**config.mk**
```make
export PLATFORM = sky130hd
export DESIGN_NAME = tmc_timer
export DESIGN_NICKNAME = d
export VERILOG_FILES = /design/src/tmc_pkg.sv /design/src/tmc_timer.sv /design/src/tmc_edge.sv /design/src/tmc_slice.sv
export SDC_FILE = /design/constraint.sdc
export NUM_CORES = 1
export LEC_CHECK = 0
export ABC_AREA = 0
export BUFFER_PORTS_ARGS = -buffer_cell sky130_fd_sc_hd__buf_2
export CAP_MARGIN = 20
export CORE_MARGIN = 3
export CORE_UTILIZATION = 57
export DETAILED_ROUTE_END_ITERATION = 12
export PLACE_DENSITY = 0.85
export SYNTH_ARGS = -nofsm -noshare
export SYNTH_HDL_FRONTEND = slang
export SYNTH_HIERARCHICAL = 1
export SYNTH_SLANG_ARGS = --single-unit
```
**constraint.sdc**
```tcl
create_clock -name clk_i -period 6.6 [get_ports clk_i]
set_input_delay 1.32 -clock clk_i [delete_from_list [all_inputs] [get_ports clk_i]]
set_output_delay 1.32 -clock clk_i [all_outputs]
set_load 0.03 [all_outputs]
```
**src/tmc_pkg.sv**
```systemverilog
// Package: register map, field positions and reset values of the capture timer
// Operation
// Period write while disabled loads counter
// Zero count reloads period on next tick
// Capture copies count into capture/compare
// Count read captures and returns zero
// Counter decrements on source clock rise
// Hardware capture rise synchronised, then transferred
// Hardware capture ORed with software capture
// Terminal count high while count is zero
// Compare true: less, or less-or-equal
// Interrupt on rise of selected source
// Capture only with source at 24 MHz
// Chained capture moves all bytes together
// Counter width chains in 8-bit steps
// One enable bit switches timer on
// Compare value may offset periodic interrupt
// Disabled: clock stopped, outputs low, count kept
// Capture overwrites the compare value
// Reset clears data registers and enable
package tmc_pkg;
  localparam int unsigned DATA_W = 32;
  localparam int unsigned ADDR_W = 5;
  localparam int unsigned BE_W = 4;
  // Byte offsets of the register words
  localparam logic [ADDR_W-1:0] OFF_CTRL = 5'h00;
  localparam logic [ADDR_W-1:0] OFF_PERIOD = 5'h04;
  localparam logic [ADDR_W-1:0] OFF_COUNT = 5'h08;
  localparam logic [ADDR_W-1:0] OFF_CAPCMP = 5'h0C;
  localparam logic [ADDR_W-1:0] OFF_IRQ_STS = 5'h10;
  localparam logic [ADDR_W-1:0] OFF_IRQ_CLR = 5'h14;
  localparam logic [ADDR_W-1:0] OFF_IRQ_EN = 5'h18;
  localparam logic [ADDR_W-1:0] OFF_STATE = 5'h1C;
  // Control word fields
  localparam int unsigned CTRL_EN_BIT = 0;
  localparam int unsigned CTRL_ISRC_BIT = 1;
  localparam int unsigned CTRL_CMPLE_BIT = 2;
  // Interrupt status, clear and enable fields
  localparam int unsigned STS_W = 3;
  localparam int unsigned STS_TC_BIT = 0;
  localparam int unsigned STS_CMP_BIT = 1;
  localparam int unsigned STS_CAP_BIT = 2;
  // State word fields
  localparam int unsigned ST_TC_BIT = 0;
  localparam int unsigned ST_CMP_BIT = 1;
  // Reset values
  localparam logic CTRL_RST = 1'h0;
  localparam logic [DATA_W-1:0] DATA_RST = 32'h0;
  localparam logic [STS_W-1:0] STS_RST = 3'h0;
  // Counter geometry
  localparam int unsigned BYTE_W = 8;
  localparam int unsigned MAX_BYTES = 4;
endpackage

```
**src/tmc_timer.sv**
```systemverilog
// Chainable down-counting timer with capture, compare and interrupts
`timescale 1ns/1ps
module tmc_timer #(
  parameter int unsigned NUM_BYTES = 1
) (
  input wire logic clk_i,
  input wire logic arst_n_i,
  input wire logic [tmc_pkg::ADDR_W-1:0] avs_address_i,
  input wire logic avs_read_i,
  input wire logic avs_write_i,
  input wire logic [tmc_pkg::DATA_W-1:0] avs_writedata_i,
  input wire logic [tmc_pkg::BE_W-1:0] avs_byteenable_i,
  output logic [tmc_pkg::DATA_W-1:0] avs_readdata_o,
  output logic avs_waitrequest_o,
  input wire logic src_clk_i,
  input wire logic cap_i,
  output logic tc_o,
  output logic cmp_o,
  output logic blk_irq_o,
  output logic irq_o
);
  import tmc_pkg::*;

  localparam int unsigned W = NUM_BYTES * BYTE_W;

  // Wider chains would not fit one bus word
  if (NUM_BYTES < 1 || NUM_BYTES > MAX_BYTES)
  begin : g_bad_width
    $error("tmc_timer: NUM_BYTES must be 1 to 4");
  end

  typedef struct packed {
    logic en;
    logic isrc;
    logic cmple;
    logic [W-1:0] period;
    logic [W-1:0] count;
    logic [W-1:0] capcmp;
    logic tc;
    logic cmp;
    logic blk;
    logic [STS_W-1:0] sts;
    logic [STS_W-1:0] ien;
    logic irq;
    logic wreq;
    logic [DATA_W-1:0] rdata;
  } tmc_state_s;

  tmc_state_s st_reg;
  tmc_state_s st_next;

  logic acc;
  logic rd;
  logic wr;
  logic [ADDR_W-3:0] word;
  logic sel_ctrl;
  logic sel_per;
  logic sel_cnt;
  logic sel_cap;
  logic sel_clr;
  logic sel_ien;
  logic src_rise;
  logic hw_rise;
  logic tick;
  logic zero;
  logic per_dis_wr;
  logic load;
  logic [W-1:0] per_new;
  logic [W-1:0] load_val;
  logic [W-1:0] cnt_nx;
  logic [NUM_BYTES:0] borrow;
  logic sw_cap;
  logic hw_cap;
  logic cap_ev;

  // Keeps unselected byte lanes of a register
  function automatic logic [W-1:0] be_merge(
    input logic [W-1:0] old,
    input logic [DATA_W-1:0] wd,
    input logic [BE_W-1:0] be
  );
    logic [DATA_W-1:0] r;
    r = DATA_W'(old);
    for (int i = 0; i < BE_W; i++)
    begin
      if (be[i])
        r[BYTE_W*i +: BYTE_W] = wd[BYTE_W*i +: BYTE_W];
    end
    return r[W-1:0];
  endfunction

  // Source clock and capture both pass a synchroniser
  tmc_edge u_src_edge (
    .clk_i(clk_i),
    .arst_n_i(arst_n_i),
    .d_i(src_clk_i),
    .rise_o(src_rise)
  );

  tmc_edge u_cap_edge (
    .clk_i(clk_i),
    .arst_n_i(arst_n_i),
    .d_i(cap_i),
    .rise_o(hw_rise)
  );

  // Bus access accepted once, while waitrequest is high
  assign acc = (avs_read_i | avs_write_i) & st_reg.wreq;
  assign rd = acc & avs_read_i;
  assign wr = acc & avs_write_i;
  assign word = avs_address_i[ADDR_W-1:2];
  assign sel_ctrl = (word == OFF_CTRL[ADDR_W-1:2]);
  assign sel_per = (word == OFF_PERIOD[ADDR_W-1:2]);
  assign sel_cnt = (word == OFF_COUNT[ADDR_W-1:2]);
  assign sel_cap = (word == OFF_CAPCMP[ADDR_W-1:2]);
  assign sel_clr = (word == OFF_IRQ_CLR[ADDR_W-1:2]);
  assign sel_ien = (word == OFF_IRQ_EN[ADDR_W-1:2]);

  // Counter stepping; block clock stopped while disabled
  assign tick = st_reg.en & src_rise;
  assign zero = (st_reg.count == '0);
  assign per_new = be_merge(st_reg.period, avs_writedata_i, avs_byteenable_i);
  assign per_dis_wr = wr & sel_per & ~st_reg.en;
  assign load = per_dis_wr | (tick & zero);
  assign load_val = per_dis_wr ? per_new : st_reg.period;
  assign borrow[0] = tick & ~zero;

  // One slice per byte of the chain
  for (genvar b = 0; b < NUM_BYTES; b++)
  begin : g_slice
    tmc_slice u_slice (
      .cur_i(st_reg.count[BYTE_W*b +: BYTE_W]),
      .load_val_i(load_val[BYTE_W*b +: BYTE_W]),
      .load_i(load),
      .borrow_i(borrow[b]),
      .nxt_o(cnt_nx[BYTE_W*b +: BYTE_W]),
      .borrow_o(borrow[b+1])
    );
  end

  // Only the low count byte triggers; whole count moves at once
  assign sw_cap = rd & sel_cnt & avs_byteenable_i[0];
  assign hw_cap = hw_rise & st_reg.en;
  assign cap_ev = sw_cap | hw_cap;

  // Next state of the whole block
  always_comb
  begin
    st_next = st_reg;
    st_next.wreq = ~acc;
    // Control bits
    if (wr && sel_ctrl && avs_byteenable_i[0])
    begin
      st_next.en = avs_writedata_i[CTRL_EN_BIT];
      st_next.isrc = avs_writedata_i[CTRL_ISRC_BIT];
      st_next.cmple = avs_writedata_i[CTRL_CMPLE_BIT];
    end
    if (wr && sel_per)
      st_next.period = per_new;
    st_next.count = cnt_nx;
    // Capture wins over a CPU compare write in the same cycle
    if (cap_ev)
      st_next.capcmp = st_reg.count;
    else if (wr && sel_cap)
      st_next.capcmp = be_merge(st_reg.capcmp, avs_writedata_i, avs_byteenable_i);
    // Outputs from next values so they stay flop-driven
    st_next.tc = st_next.en & (cnt_nx == '0);
    if (st_next.cmple)
      st_next.cmp = st_next.en & (cnt_nx <= st_next.capcmp);
    else
      st_next.cmp = st_next.en & (cnt_nx < st_next.capcmp);
    if (st_next.isrc)
      st_next.blk = st_next.cmp & ~st_reg.cmp;
    else
      st_next.blk = st_next.tc & ~st_reg.tc;
    // Sticky status: a new event beats a clear
    if (wr && sel_clr && avs_byteenable_i[0])
      st_next.sts = st_reg.sts & ~avs_writedata_i[STS_W-1:0];
    st_next.sts[STS_TC_BIT] = st_next.sts[STS_TC_BIT] | (st_next.tc & ~st_reg.tc);
    st_next.sts[STS_CMP_BIT] = st_next.sts[STS_CMP_BIT] | (st_next.cmp & ~st_reg.cmp);
    st_next.sts[STS_CAP_BIT] = st_next.sts[STS_CAP_BIT] | cap_ev;
    if (wr && sel_ien && avs_byteenable_i[0])
      st_next.ien = avs_writedata_i[STS_W-1:0];
    st_next.irq = |(st_next.sts & st_next.ien);
    // Read data; count word reads as zero, unmapped as zero
    st_next.rdata = '0;
    if (rd)
    begin
      case (word)
        OFF_CTRL[ADDR_W-1:2]:
        begin
          st_next.rdata[CTRL_EN_BIT] = st_reg.en;
          st_next.rdata[CTRL_ISRC_BIT] = st_reg.isrc;
          st_next.rdata[CTRL_CMPLE_BIT] = st_reg.cmple;
        end
        OFF_PERIOD[ADDR_W-1:2]:
          st_next.rdata = DATA_W'(st_reg.period);
        OFF_CAPCMP[ADDR_W-1:2]:
          st_next.rdata = DATA_W'(st_reg.capcmp);
        OFF_IRQ_STS[ADDR_W-1:2]:
          st_next.rdata = DATA_W'(st_reg.sts);
        OFF_IRQ_EN[ADDR_W-1:2]:
          st_next.rdata = DATA_W'(st_reg.ien);
        OFF_STATE[ADDR_W-1:2]:
        begin
          st_next.rdata[ST_TC_BIT] = st_reg.tc;
          st_next.rdata[ST_CMP_BIT] = st_reg.cmp;
        end
        default:
          st_next.rdata = '0;
      endcase
    end
  end

  // State register; everything clears except waitrequest, which resets high, timer left disabled
  always_ff @(posedge clk_i or negedge arst_n_i)
  begin
    if (!arst_n_i)
    begin
      st_reg <= '0;
      st_reg.en <= CTRL_RST;
      st_reg.period <= DATA_RST[W-1:0];
      st_reg.count <= DATA_RST[W-1:0];
      st_reg.capcmp <= DATA_RST[W-1:0];
      st_reg.sts <= STS_RST;
      st_reg.ien <= STS_RST;
      st_reg.wreq <= 1'b1;
    end
    else
      st_reg <= st_next;
  end

  assign avs_readdata_o = st_reg.rdata;
  assign avs_waitrequest_o = st_reg.wreq;
  assign tc_o = st_reg.tc;
  assign cmp_o = st_reg.cmp;
  assign blk_irq_o = st_reg.blk;
  assign irq_o = st_reg.irq;
endmodule

```
**src/tmc_edge.sv**
```systemverilog
// Two-flop synchroniser followed by a rising edge detector
`timescale 1ns/1ps
module tmc_edge (
  input wire logic clk_i,
  input wire logic arst_n_i,
  input wire logic d_i,
  output logic rise_o
);
  import tmc_pkg::*;

  typedef struct packed {
    logic s1;
    logic s2;
    logic q;
  } tmc_edge_s;

  tmc_edge_s st_reg;
  tmc_edge_s st_next;

  // First stage feeds only the second stage
  always_comb
  begin
    st_next.s1 = d_i;
    st_next.s2 = st_reg.s1;
    st_next.q = st_reg.s2;
  end

  always_ff @(posedge clk_i or negedge arst_n_i)
  begin
    if (!arst_n_i)
      st_reg <= '0;
    else
      st_reg <= st_next;
  end

  // Edge taken between the settled stages
  assign rise_o = st_reg.s2 & ~st_reg.q;
endmodule

```
**src/tmc_slice.sv**
```systemverilog
// One byte of the chained down counter, next value and borrow
`timescale 1ns/1ps
module tmc_slice (
  input wire logic [tmc_pkg::BYTE_W-1:0] cur_i,
  input wire logic [tmc_pkg::BYTE_W-1:0] load_val_i,
  input wire logic load_i,
  input wire logic borrow_i,
  output logic [tmc_pkg::BYTE_W-1:0] nxt_o,
  output logic borrow_o
);
  import tmc_pkg::*;

  // Load beats decrement; borrow ripples through empty bytes
  always_comb
  begin
    if (load_i)
      nxt_o = load_val_i;
    else if (borrow_i)
      nxt_o = cur_i - 8'h01;
    else
      nxt_o = cur_i;
    borrow_o = borrow_i & (cur_i == 8'h00);
  end
endmodule

```
==> results of run 1 <==
how the worst min path moves through the flow:
stage / from / end / slack (ns) / depth (start not counted)
after floorplan: u_cap_edge/st_next[1]$_DFF_PN0_ / u_cap_edge/st_next[0]$_DFF_PN0_ / 0.33 / 0
after CTS: u_src_edge/st_next[1]$_DFF_PN0_ / u_src_edge/st_next[0]$_DFF_PN0_ / 0.36 / 0
final: u_src_edge/st_next[1]$_DFF_PN0_ / u_src_edge/st_next[0]$_DFF_PN0_ / 0.36 / 0
after global placement: u_src_edge/st_next[1]$_DFF_PN0_ / u_src_edge/st_next[0]$_DFF_PN0_ / 0.33 / 0
after global routing: u_cap_edge/st_next[1]$_DFF_PN0_ / u_cap_edge/st_next[0]$_DFF_PN0_ / 0.37 / 0
after detailed placement: u_src_edge/st_next[1]$_DFF_PN0_ / u_src_edge/st_next[0]$_DFF_PN0_ / 0.34 / 0
report_power, final:
| group | switching, W | internal (W) |
|---|---|---|
| registers | 0.0000785 | 0.000405 |
| clock network | 0.000105 | 0.000112 |
| logic | 0.000245 | 0.000182 |
| total | 0.000428 | 0.000699 |
stage by stage:
step	utilization	instance area [um2]	setup slack, ns	power [W]
after global routing	0.644	3160	1.27	0.00121
after global placement	0.621	3050	1.34	0.000882
after floorplan	-	3100	2.48	0.000803
after CTS	0.644	3160	1.54	0.00112
after detailed placement	0.621	3050	1.22	0.000904
final	0.644	3160	1.45	0.00113
per-layer routing:
layer  vias up  track usage  part of all wire
met5         -            0                 0
met4         0       0.0559            0.0091
met3         6       0.0442             0.072
met2        76        0.306              0.47
met1      1024        0.266              0.45
li1       1019            -                 -
layout make-up:
| type | count | area share |
|---|---|---|
| repair buffers | 31 | 0.0499 |
| clock buffers | 5 | 0.0218 |
| clock inverters | 3 | 0.0135 |
| flip-flops and latches | 52 | 0.412 |
| multi-input cells | 206 | 0.455 |
| well taps | 67 | 0.0265 |
| inverters | 18 | 0.0214 |
critical path: stages:
cell and delay [ns]:
buf_2 0.17, and2b_1 0.23, nand2_1 0.09, nor3b_1 0.46
nand2_1 0.45, nor2_4 0.38, mux2_2 0.40, nand2_1 0.07
o21ai_0 0.20, ha_1 0.40, a211oi_1 0.24, a21oi_1 0.09
o32a_1 0.33, or3_4 0.36, mux2i_1 0.18
==> impl_results.md, run 1 <==
- Final Critical Period: 5.15 ns
- Clock Tree Root: clkbuf_8
- Starting DRC count in detailed routing: 161
- Leak: 1.49 nW
- Detail Route Antenna Nets: 0
- Hold_ws: 0.355 ns
- WP data required: 6.82 ns
- First-pass GRT wire length: 9.49 mm
- Number of CTS-inserted buffers: 5
- Fin Setup TNS: 0 ns
- Fin Clk Skew: 0.00841 ns
- WL final: 5.70 mm
- # hold bufs at CTS: 0
- Outcome: finished clean
- Initial antenna violation count: 0
- N_diodes: 0
- Critical path class: in2reg
- Worst-path clk slew: 0.09 ns
- Clock insertion delay at the later pin of the skew report: 0.30 ns
- # IOs: 84
- Port Buffer Count: 30
- Crit start category: input port
- Min-delay worst type: reg2reg
- # H-tree levels: 2
- Crit path arrival time: 5.37 ns
- Sink Count: 52
- Post-route clock period utilization: 0.781
- Post-Syn Instances: 294
- Total area of sequential cells: 0.00130 mm2
- Clk buf depth: 2
- Flop2flop setup slack: 2.39 ns
- Worst flop-to-flop path endpoint: blk_irq_o$_DFF_PN0_
- Setup crit end kind: flip-flop
- Max Slew Vio Count: 0
- DP Wirelength: 4.18 mm
- Routed WL per cell: 14.9 um
- Area of the multi-input gates: 0.00144 mm2
- Crit Reg-Reg Startpoint: avs_waitrequest_o$_DFF_PN1_
- 1st-pass router iterations: 4
- GP Congestion: 0.880
- Largest net degree at the start of global routing: 53
- Most frequent cells in the layout: 51 x dfrtp_1, 30 x nand2_1, 30 x buf_2
- RSZ-0062 raised after global routing: false
- Fin nets: 372
- Max reg flops: 33
- Worst rel slew slack: 0.533
- GRT Total Usage: 0.193
- Synthesized area per cell: 10.3 um2
- Mapped cell area: 0.00301 mm2
- Crit. Startpoint: avs_address_i[4]
- R2R depth: 12
- Crit path max fanout: 13
- Initial Utilization: 0.614
- Area growth syn-to-layout: 4.86%
- Power Density: 356 mW/mm2
- Post-Place Cells: 374
- Rows: 25
- Cts repair resizes: 0
- Layout cell share with drive strength beyond 1: 0.216
- DIE AREA: 0.00620 mm2
- Core area: 0.00491 mm2
- DIE WIDTH: 78.7 um
- Final Non-Filler Cells: 382
- Final Hold Fails: 0
- Setup Buffers After CTS: 0
- Filler cell count: 388
- Worst Tran Pin Value: 0.701 ns
- Die Y: 78.7 um
- Worst VDD drop: 0.138 mV
- CP endpoint: blk_irq_o$_DFF_PN0_
- Yosys warnings: 6
- Max-cap violations: 0
- CTS tree: built
- Overflow left after global routing: 0
- # setup viols final: 0
- Vias: 2125
- Peak Freq: 194 MHz
- # DRC: 0
- Commonest non-fill, non-tap cell in the layout: dfrtp_1
- Vias in the first global route: 1996
- Drt via density: 5.56
Power figures use the tool's default switching activity.
==> run 2, diff against run 1 <==
--- a/config.mk
+++ b/config.mk
@@ -9,9 +9,9 @@
 export BUFFER_PORTS_ARGS = -buffer_cell sky130_fd_sc_hd__buf_2
 export CAP_MARGIN = 20
 export CORE_MARGIN = 3
-export CORE_UTILIZATION = 57
+export CORE_UTILIZATION = 47
 export DETAILED_ROUTE_END_ITERATION = 12
-export PLACE_DENSITY = 0.85
+export PLACE_DENSITY = 0.75
 export SYNTH_ARGS = -nofsm -noshare
 export SYNTH_HDL_FRONTEND = slang
 export SYNTH_HIERARCHICAL = 1
==> constraint.sdc (replaced) <==
create_clock -name clk_i -period 4.43 [get_ports clk_i]
set_input_delay 0.886 -clock clk_i [delete_from_list [all_inputs] [get_ports clk_i]]
set_output_delay 0.886 -clock clk_i [all_outputs]
set_load 0.03 [all_outputs]
==> impl_results.md, run 2 (synthesized netlist as in run 1, its figures left out) <==
- Outcome: finished clean (unchanged)
- Worst Path Buf+Inv: 2 (was 1)
- Total power: 0.00165 W (was 0.00113 W)
- # IOs: 84 (unchanged)
- Final Critical Period: 3.83 ns
- Fin Setup TNS: 0 ns (unchanged)
- Delay of the slowest critical-path stage: 0.36 ns (was 0.46 ns)
- NetSw: 0.000638 W (was 0.000428 W)
- Vias: 2108 (was 2125)
- N_diodes: 0 (unchanged)
- CTS tree: built (unchanged)
- Port Buffer Count: 30 (unchanged)
- Overflow left after global routing: 0 (unchanged)
- Cts repair resizes: 0 (unchanged)
- M1 WL: 2.75 mm (was 2.56 mm)
- Routed WL per cell: 14.6 um (was 14.9 um)
- Worst rel slew slack: 0.586 (was 0.533)
- Family with the most delay on the worst path: simple AND/OR/NAND/NOR gates (unchanged)
- Die Y: 86.1 um (was 78.7 um)
- Area growth syn-to-layout: 8.55% (was 4.86%)
- DIE AREA: 0.00741 mm2 (was 0.00620 mm2)
- Worst-path clk slew: 0.10 ns (was 0.09 ns)
- Uppermost layer routed: met4 (unchanged)
- Logic gate share of total power: 0.396 (was 0.379)
- Max Slew Vio Count: 0 (unchanged)
- GP Congestion: 0.849 (was 0.880)
- Setup WS pre-CTS: 0.259 ns (was 1.22 ns)
- Clock insertion delay at the later pin of the skew report: 0.31 ns (was 0.30 ns)
- Sw frac: 0.386 (was 0.380)
- Most frequent cells in the layout: 51 x dfrtp_1, 30 x nand2_1, 30 x buf_2 (unchanged)
- Drt via density: 5.23 (was 5.56)
- # H-tree levels: 2 (unchanged)
- Power Density: 505 mW/mm2 (was 356 mW/mm2)
- P_int: 0.00101 W (was 0.000699 W)
- Post-Place Cell Area: 0.00318 mm2 (was 0.00305 mm2)
- Design area: 0.00327 mm2 (was 0.00316 mm2)
- Clock Tree Root: clkbuf_8 (unchanged)
- Starting DRC count in detailed routing: 88 (was 161)
- Post-route clock period utilization: 0.865
- Commonest non-fill, non-tap cell in the layout: dfrtp_1 (unchanged)
- Setup Buffers After CTS: 0 (unchanged)
- Crit path max fanout: 5 (was 13)
- Initial Utilization: 0.497 (was 0.614)
- Sequential power share: 0.437 (was 0.429)
- RSZ-0062 raised after global routing: false (unchanged)
- Crit path arrival time: 4.06 ns (was 5.37 ns)
- Leak: 1.55 nW (was 1.49 nW)
- Worst VDD drop: 0.256 mV (was 0.138 mV)
- Max-cap violations: 0 (unchanged)
- Final WS setup: 0.599 ns (was 1.45 ns)
- Detail Route Antenna Nets: 0 (unchanged)
- Fin Clk Skew: 0.0141 ns (was 0.00841 ns)
- CP cell instances: buf_2 -> and2b_1 -> nand2_1 -> nor3b_1 -> nand2_1 -> nor2_4 -> buf_12 -> mux2_2 -> nand2_1 -> o211ai_1 -> ha_1 -> and3_1 -> o21ai_0 -> a21oi_1 -> o32a_1 -> or3_4 -> mux2i_1 (was buf_2 -> and2b_1 -> nand2_1 -> nor3b_1 -> nand2_1 -> nor2_4 -> mux2_2 -> nand2_1 -> o21ai_0 -> ha_1 -> a211oi_1 -> a21oi_1 -> o32a_1 -> or3_4 -> mux2i_1)
- Final Hold Fails: 0 (unchanged)
- 1st-pass router iterations: 4 (unchanged)
- Sink Count: 52 (unchanged)
- Setup crit end kind: flip-flop (unchanged)
- # hold bufs at CTS: 0 (unchanged)
- # setup viols final: 0 (unchanged)
- Vias in the first global route: 2076 (was 1996)
- Initial antenna violation count: 0 (unchanged)
- Met2 wire len: 2.83 mm (was 2.68 mm)
- Rows: 28 (was 25)
- WL final: 5.88 mm (was 5.70 mm)
- Clk pwr share: 0.167 (was 0.193)
- Peak Freq: 261 MHz
- WP data required: 4.66 ns (was 6.82 ns)
- Most used cell, CP: nand2_1 (unchanged)
- Fin nets: 385 (was 372)
- Crit path max-delay cell type: or3_4 (was nor3b_1)
- Layout cell share with drive strength beyond 1: 0.247 (was 0.216)
- Worst Tran Pin Value: 0.621 ns (was 0.701 ns)
- # DRC: 0 (unchanged)
- Min-delay worst type: reg2reg (unchanged)
- Crit start category: input port (unchanged)
- DIE WIDTH: 86.1 um (was 78.7 um)
- GRT Total Usage: 0.169 (was 0.193)
- Core area: 0.00606 mm2 (was 0.00491 mm2)
- Metal3 WL: 234 um (was 411 um)
- Hold_ws: 0.360 ns (was 0.355 ns)
- DP Wirelength: 4.61 mm (was 4.18 mm)
- Critical path class: in2reg (unchanged)
- Clk buf depth: 2 (unchanged)
- Max reg flops: 33 (unchanged)
- Filler cell count: 544 (was 388)
- First-pass GRT wire length: 9.95 mm (was 9.49 mm)
- Number of CTS-inserted buffers: 5 (unchanged)
- Largest net degree at the start of global routing: 29 (was 53)
-- run 2: cell count changes in the layout (fill, tap and decap cells not counted), sizes merged --
cell,change
bufinv,-1
inv,+1
buf,+13
-- run 2: stage by stage --
stage                     instances  utilization
after floorplan                 317            -
after global placement          394        0.522
after global routing            403        0.540
final                           403        0.540
after CTS                       403        0.540
after detailed placement        395        0.525
-- run 2: area by class of cell --
type / count / area, um2 / share of cell area
clock inverters: 3 / 21.3 / 0.00650
repair buffers: 44 / 280 / 0.0857
clock buffers: 5 / 68.8 / 0.0210
multi-input cells: 206 / 1440 / 0.439
inverters: 18 / 67.6 / 0.0207
flip-flops and latches: 52 / 1300 / 0.398
well taps: 75 / 93.8 / 0.0287
-- run 2: power groups by stage --
stage / logic (W) / clock network [W] / registers, W
CTS: 0.000660 / 0.000282 / 0.000717
global placement: 0.000642 / 0 / 0.000718
finish: 0.000655 / 0.000276 / 0.000721
detailed placement: 0.000657 / 0 / 0.000726
global route: 0.000743 / 0.000303 / 0.000738
floorplan: 0.000482 / 0 / 0.000714
-- run 2: final timing paths --
path / start / endpoint / slack, ns / depth (start not counted)
worst min register to register: u_src_edge/st_next[1]$_DFF_PN0_ / u_src_edge/st_next[0]$_DFF_PN0_ / 0.36 / 0
max in group asynchronous: arst_n_i / avs_waitrequest_o$_DFF_PN1_ / 3.24 / 2
worst max register to register: st_reg[69]$_DFF_PN0_ / blk_irq_o$_DFF_PN0_ / 0.64 / 12
worst min-delay path: u_src_edge/st_next[1]$_DFF_PN0_ / u_src_edge/st_next[0]$_DFF_PN0_ / 0.36 / 0
min in group asynchronous: arst_n_i / u_cap_edge/st_next[1]$_DFF_PN0_ / 0.57 / 1
worst max-delay path: avs_address_i[4] / blk_irq_o$_DFF_PN0_ / 0.60 / 17
-- run 2: worst register-to-register path, stage by stage (launching register included) --
cell and delay, ns:
dfrtp_1 0.52, nand2_1 0.11, a21oi_1 0.38, or4b_4 0.54
or4_1 0.41, a31oi_1 0.31, ha_1 0.29, and3_1 0.18
o21ai_0 0.07, a21oi_1 0.06, o32a_1 0.33, or3_4 0.36
mux2i_1 0.16
-- run 2: per-layer routing --
metal,GRT usage,vias to the layer above
li1,-,1037
met1,0.230,1014
met2,0.278,50
met3,0.0279,7
met4,0.0489,0
met5,0,-
==> run 3, diff against run 2 <==
--- a/config.mk
+++ b/config.mk
@@ -9,9 +9,9 @@
 export BUFFER_PORTS_ARGS = -buffer_cell sky130_fd_sc_hd__buf_2
 export CAP_MARGIN = 20
 export CORE_MARGIN = 3
-export CORE_UTILIZATION = 47
+export CORE_UTILIZATION = 53
 export DETAILED_ROUTE_END_ITERATION = 12
-export PLACE_DENSITY = 0.75
+export PLACE_DENSITY = 0.8
 export SYNTH_ARGS = -nofsm -noshare
 export SYNTH_HDL_FRONTEND = slang
 export SYNTH_HIERARCHICAL = 1
==> constraint.sdc (replaced) <==
create_clock -name clk_i -period 4 [get_ports clk_i]
set_input_delay 0.8 -clock clk_i [delete_from_list [all_inputs] [get_ports clk_i]]
set_output_delay 0.8 -clock clk_i [all_outputs]
set_load 0.03 [all_outputs]
==> impl_results.md, run 3 (synthesized netlist as in run 1, its figures left out) <==
- Outcome: finished clean (unchanged)
- Drt via density: 5.43 (was 5.23)
- Crit path max fanout: 5 (unchanged)
- Crit path arrival time: 3.97 ns (was 4.06 ns)
- GRT Total Usage: 0.183 (was 0.169)
- Routed WL per cell: 14.4 um (was 14.6 um)
- Setup crit end kind: flip-flop (unchanged)
- WL final: 5.80 mm (was 5.88 mm)
- Worst hold stages: 0 (unchanged)
- Clk buf depth: 2 (unchanged)
- Max Slew Vio Count: 0 (unchanged)
- Crit Reg-Reg Startpoint: st_reg[54]$_DFF_PN0_ (was st_reg[69]$_DFF_PN0_)
- Port Buffer Count: 30 (unchanged)
- Vias in the first global route: 1960 (was 2076)
- Initial Utilization: 0.568 (was 0.497)
- Worst Path Buf+Inv: 2 (unchanged)
- Starting DRC count in detailed routing: 126 (was 88)
- First-pass GRT wire length: 9.25 mm (was 9.95 mm)
- Final Critical Period: 3.74 ns
- Post-Place Cells: 394 (was 395)
- Hold path startpoint: u_src_edge/st_next[1]$_DFF_PN0_ (unchanged)
- Overflow left after global routing: 0 (unchanged)
- CTS tree: built (unchanged)
- Peak Freq: 267 MHz
- CP cell instances: buf_2 -> and2b_1 -> nand2_1 -> nor3b_1 -> nand2_1 -> nor2_4 -> buf_4 -> mux2_2 -> nand2_1 -> o211ai_1 -> ha_1 -> and3_1 -> o21ai_0 -> a21oi_1 -> o32a_1 -> or3_4 -> mux2i_1 (was buf_2 -> and2b_1 -> nand2_1 -> nor3b_1 -> nand2_1 -> nor2_4 -> buf_12 -> mux2_2 -> nand2_1 -> o211ai_1 -> ha_1 -> and3_1 -> o21ai_0 -> a21oi_1 -> o32a_1 -> or3_4 -> mux2i_1)
- Max-cap violations: 0 (unchanged)
- Worst flop-to-flop path endpoint: blk_irq_o$_DFF_PN0_ (unchanged)
- # setup viols final: 0 (unchanged)
- Initial antenna violation count: 0 (unchanged)
- Die Y: 81.4 um (was 86.1 um)
- Cts repair resizes: 0 (unchanged)
- Critical path class: in2reg (unchanged)
- Rows: 26 (was 28)
- DP Wirelength: 4.44 mm (was 4.61 mm)
- Vias: 2184 (was 2108)
- Post-Place Cell Area: 0.00318 mm2 (about the same)
- R2R depth: 12 (unchanged)
- # IOs: 84 (unchanged)
- Worst-path clk slew: 0.09 ns (was 0.10 ns)
- Crit start category: input port (unchanged)
- Core area: 0.00530 mm2 (was 0.00606 mm2)
- Delay of the slowest critical-path stage: 0.36 ns (about the same)
- RSZ-0062 raised after global routing: false (unchanged)
- Sink Count: 52 (unchanged)
- Post-route clock period utilization: 0.936
- Fin Clk Skew: 0.00595 ns (was 0.0141 ns)
- Leak: 1.57 nW (was 1.55 nW)
- Fin nets: 389 (was 385)
- Power Density: 583 mW/mm2 (was 505 mW/mm2)
- Final Hold Fails: 0 (unchanged)
- Crit. Startpoint: avs_address_i[4] (unchanged)
- Worst rel slew slack: 0.570 (was 0.586)
- # hold bufs at CTS: 0 (unchanged)
- Number of CTS-inserted buffers: 5 (unchanged)
- Most frequent cells in the layout: 51 x dfrtp_1, 30 x nand2_1, 30 x buf_2 (unchanged)
- Max reg flops: 33 (unchanged)
- Clock insertion delay at the later pin of the skew report: 0.31 ns (about the same)
- 1st-pass router iterations: 7 (was 4)
- # DRC: 0 (unchanged)
- Largest net degree at the start of global routing: 53 (was 29)
- WP data required: 4.23 ns (was 4.66 ns)
- Detail Route Antenna Nets: 0 (unchanged)
- Layout cell share with drive strength beyond 1: 0.256 (was 0.247)
- Hold_ws: 0.359 ns (was 0.360 ns)
- Min-delay worst type: reg2reg (unchanged)
- Crit path max-delay cell type: or3_4 (unchanged)
- Worst Hold End: u_src_edge/st_next[0]$_DFF_PN0_ (unchanged)
- Worst Tran Pin Value: 0.645 ns (was 0.621 ns)
- Clock Tree Root: clkbuf_8 (unchanged)
- Commonest non-fill, non-tap cell in the layout: dfrtp_1 (unchanged)
- DIE WIDTH: 81.4 um (was 86.1 um)
- Area growth syn-to-layout: 9.34% (was 8.55%)
- GP Congestion: 0.894 (was 0.849)
- # H-tree levels: 2 (unchanged)
- Most used cell, CP: nand2_1 (unchanged)
- DIE AREA: 0.00663 mm2 (was 0.00741 mm2)
- Design area: 0.00330 mm2 (was 0.00327 mm2)
- Worst VDD drop: 0.243 mV (was 0.256 mV)
- Final Non-Filler Cells: 402 (was 403)
- Setup Buffers After CTS: 0 (unchanged)
- Family with the most delay on the worst path: simple AND/OR/NAND/NOR gates (unchanged)
- N_diodes: 0 (unchanged)
- Flop2flop setup slack: 0.47 ns (was 0.64 ns)
[run 3: worst max-delay path by stage]
| stage | end | slack (ns) | cells after the start |
|---|---|---|---|
| 2_1_floorplan | irq_o$_DFF_PN0_ | 0.40 | 15 |
| 3_3_place_gp | blk_irq_o$_DFF_PN0_ | 0.01 | 17 |
| 3_5_place_dp | blk_irq_o$_DFF_PN0_ | -0.02 | 17 |
| 4_1_cts | blk_irq_o$_DFF_PN0_ | 0.28 | 17 |
| 5_1_grt | blk_irq_o$_DFF_PN0_ | 0.04 | 15 |
| 6_report | blk_irq_o$_DFF_PN0_ | 0.26 | 17 |
[run 3: cell type report]
cell class / instances / area (um2)
Fill cell: 439 / 2010
Multi-Input combinational cell: 206 / 1440
Sequential cell: 52 / 1300
Timing Repair Buffer: 48 / 285
Tap cell: 70 / 87.6
Clock buffer: 5 / 68.8
Inverter: 18 / 67.6
Clock inverter: 3 / 46.3
[run 3: stage by stage]
| stage | setup slack [ns] | util | total power, W | setup TNS (ns) |
|---|---|---|---|---|
| 6_report | 0.257 | 0.622 | 0.00192 | 0 |
| 5_1_grt | 0.0421 | 0.622 | 0.00206 | 0 |
| 4_1_cts | 0.284 | 0.622 | 0.00192 | 0 |
| 3_5_place_dp | -0.0185 | 0.600 | 0.00155 | -0.0185 |
| 3_3_place_gp | 0.0101 | 0.600 | 0.00151 | 0 |
| 2_1_floorplan | 0.401 | - | 0.00132 | 0 |
[run 3: metal layers]
layer	GRT usage	vias up	routed length, um
li1	-	1052	-
met1	0.251	1046	2570
met2	0.296	80	2810
met3	0.0296	6	359
met4	0.0608	0	60
met5	0	-	0
[run 3: power by group]
group | total [W] | internal (W) | switching (W)
registers | 0.000801 | 0.000667 | 0.000134
clock network | 0.000370 | 0.000189 | 0.000181
logic | 0.000750 | 0.000343 | 0.000406
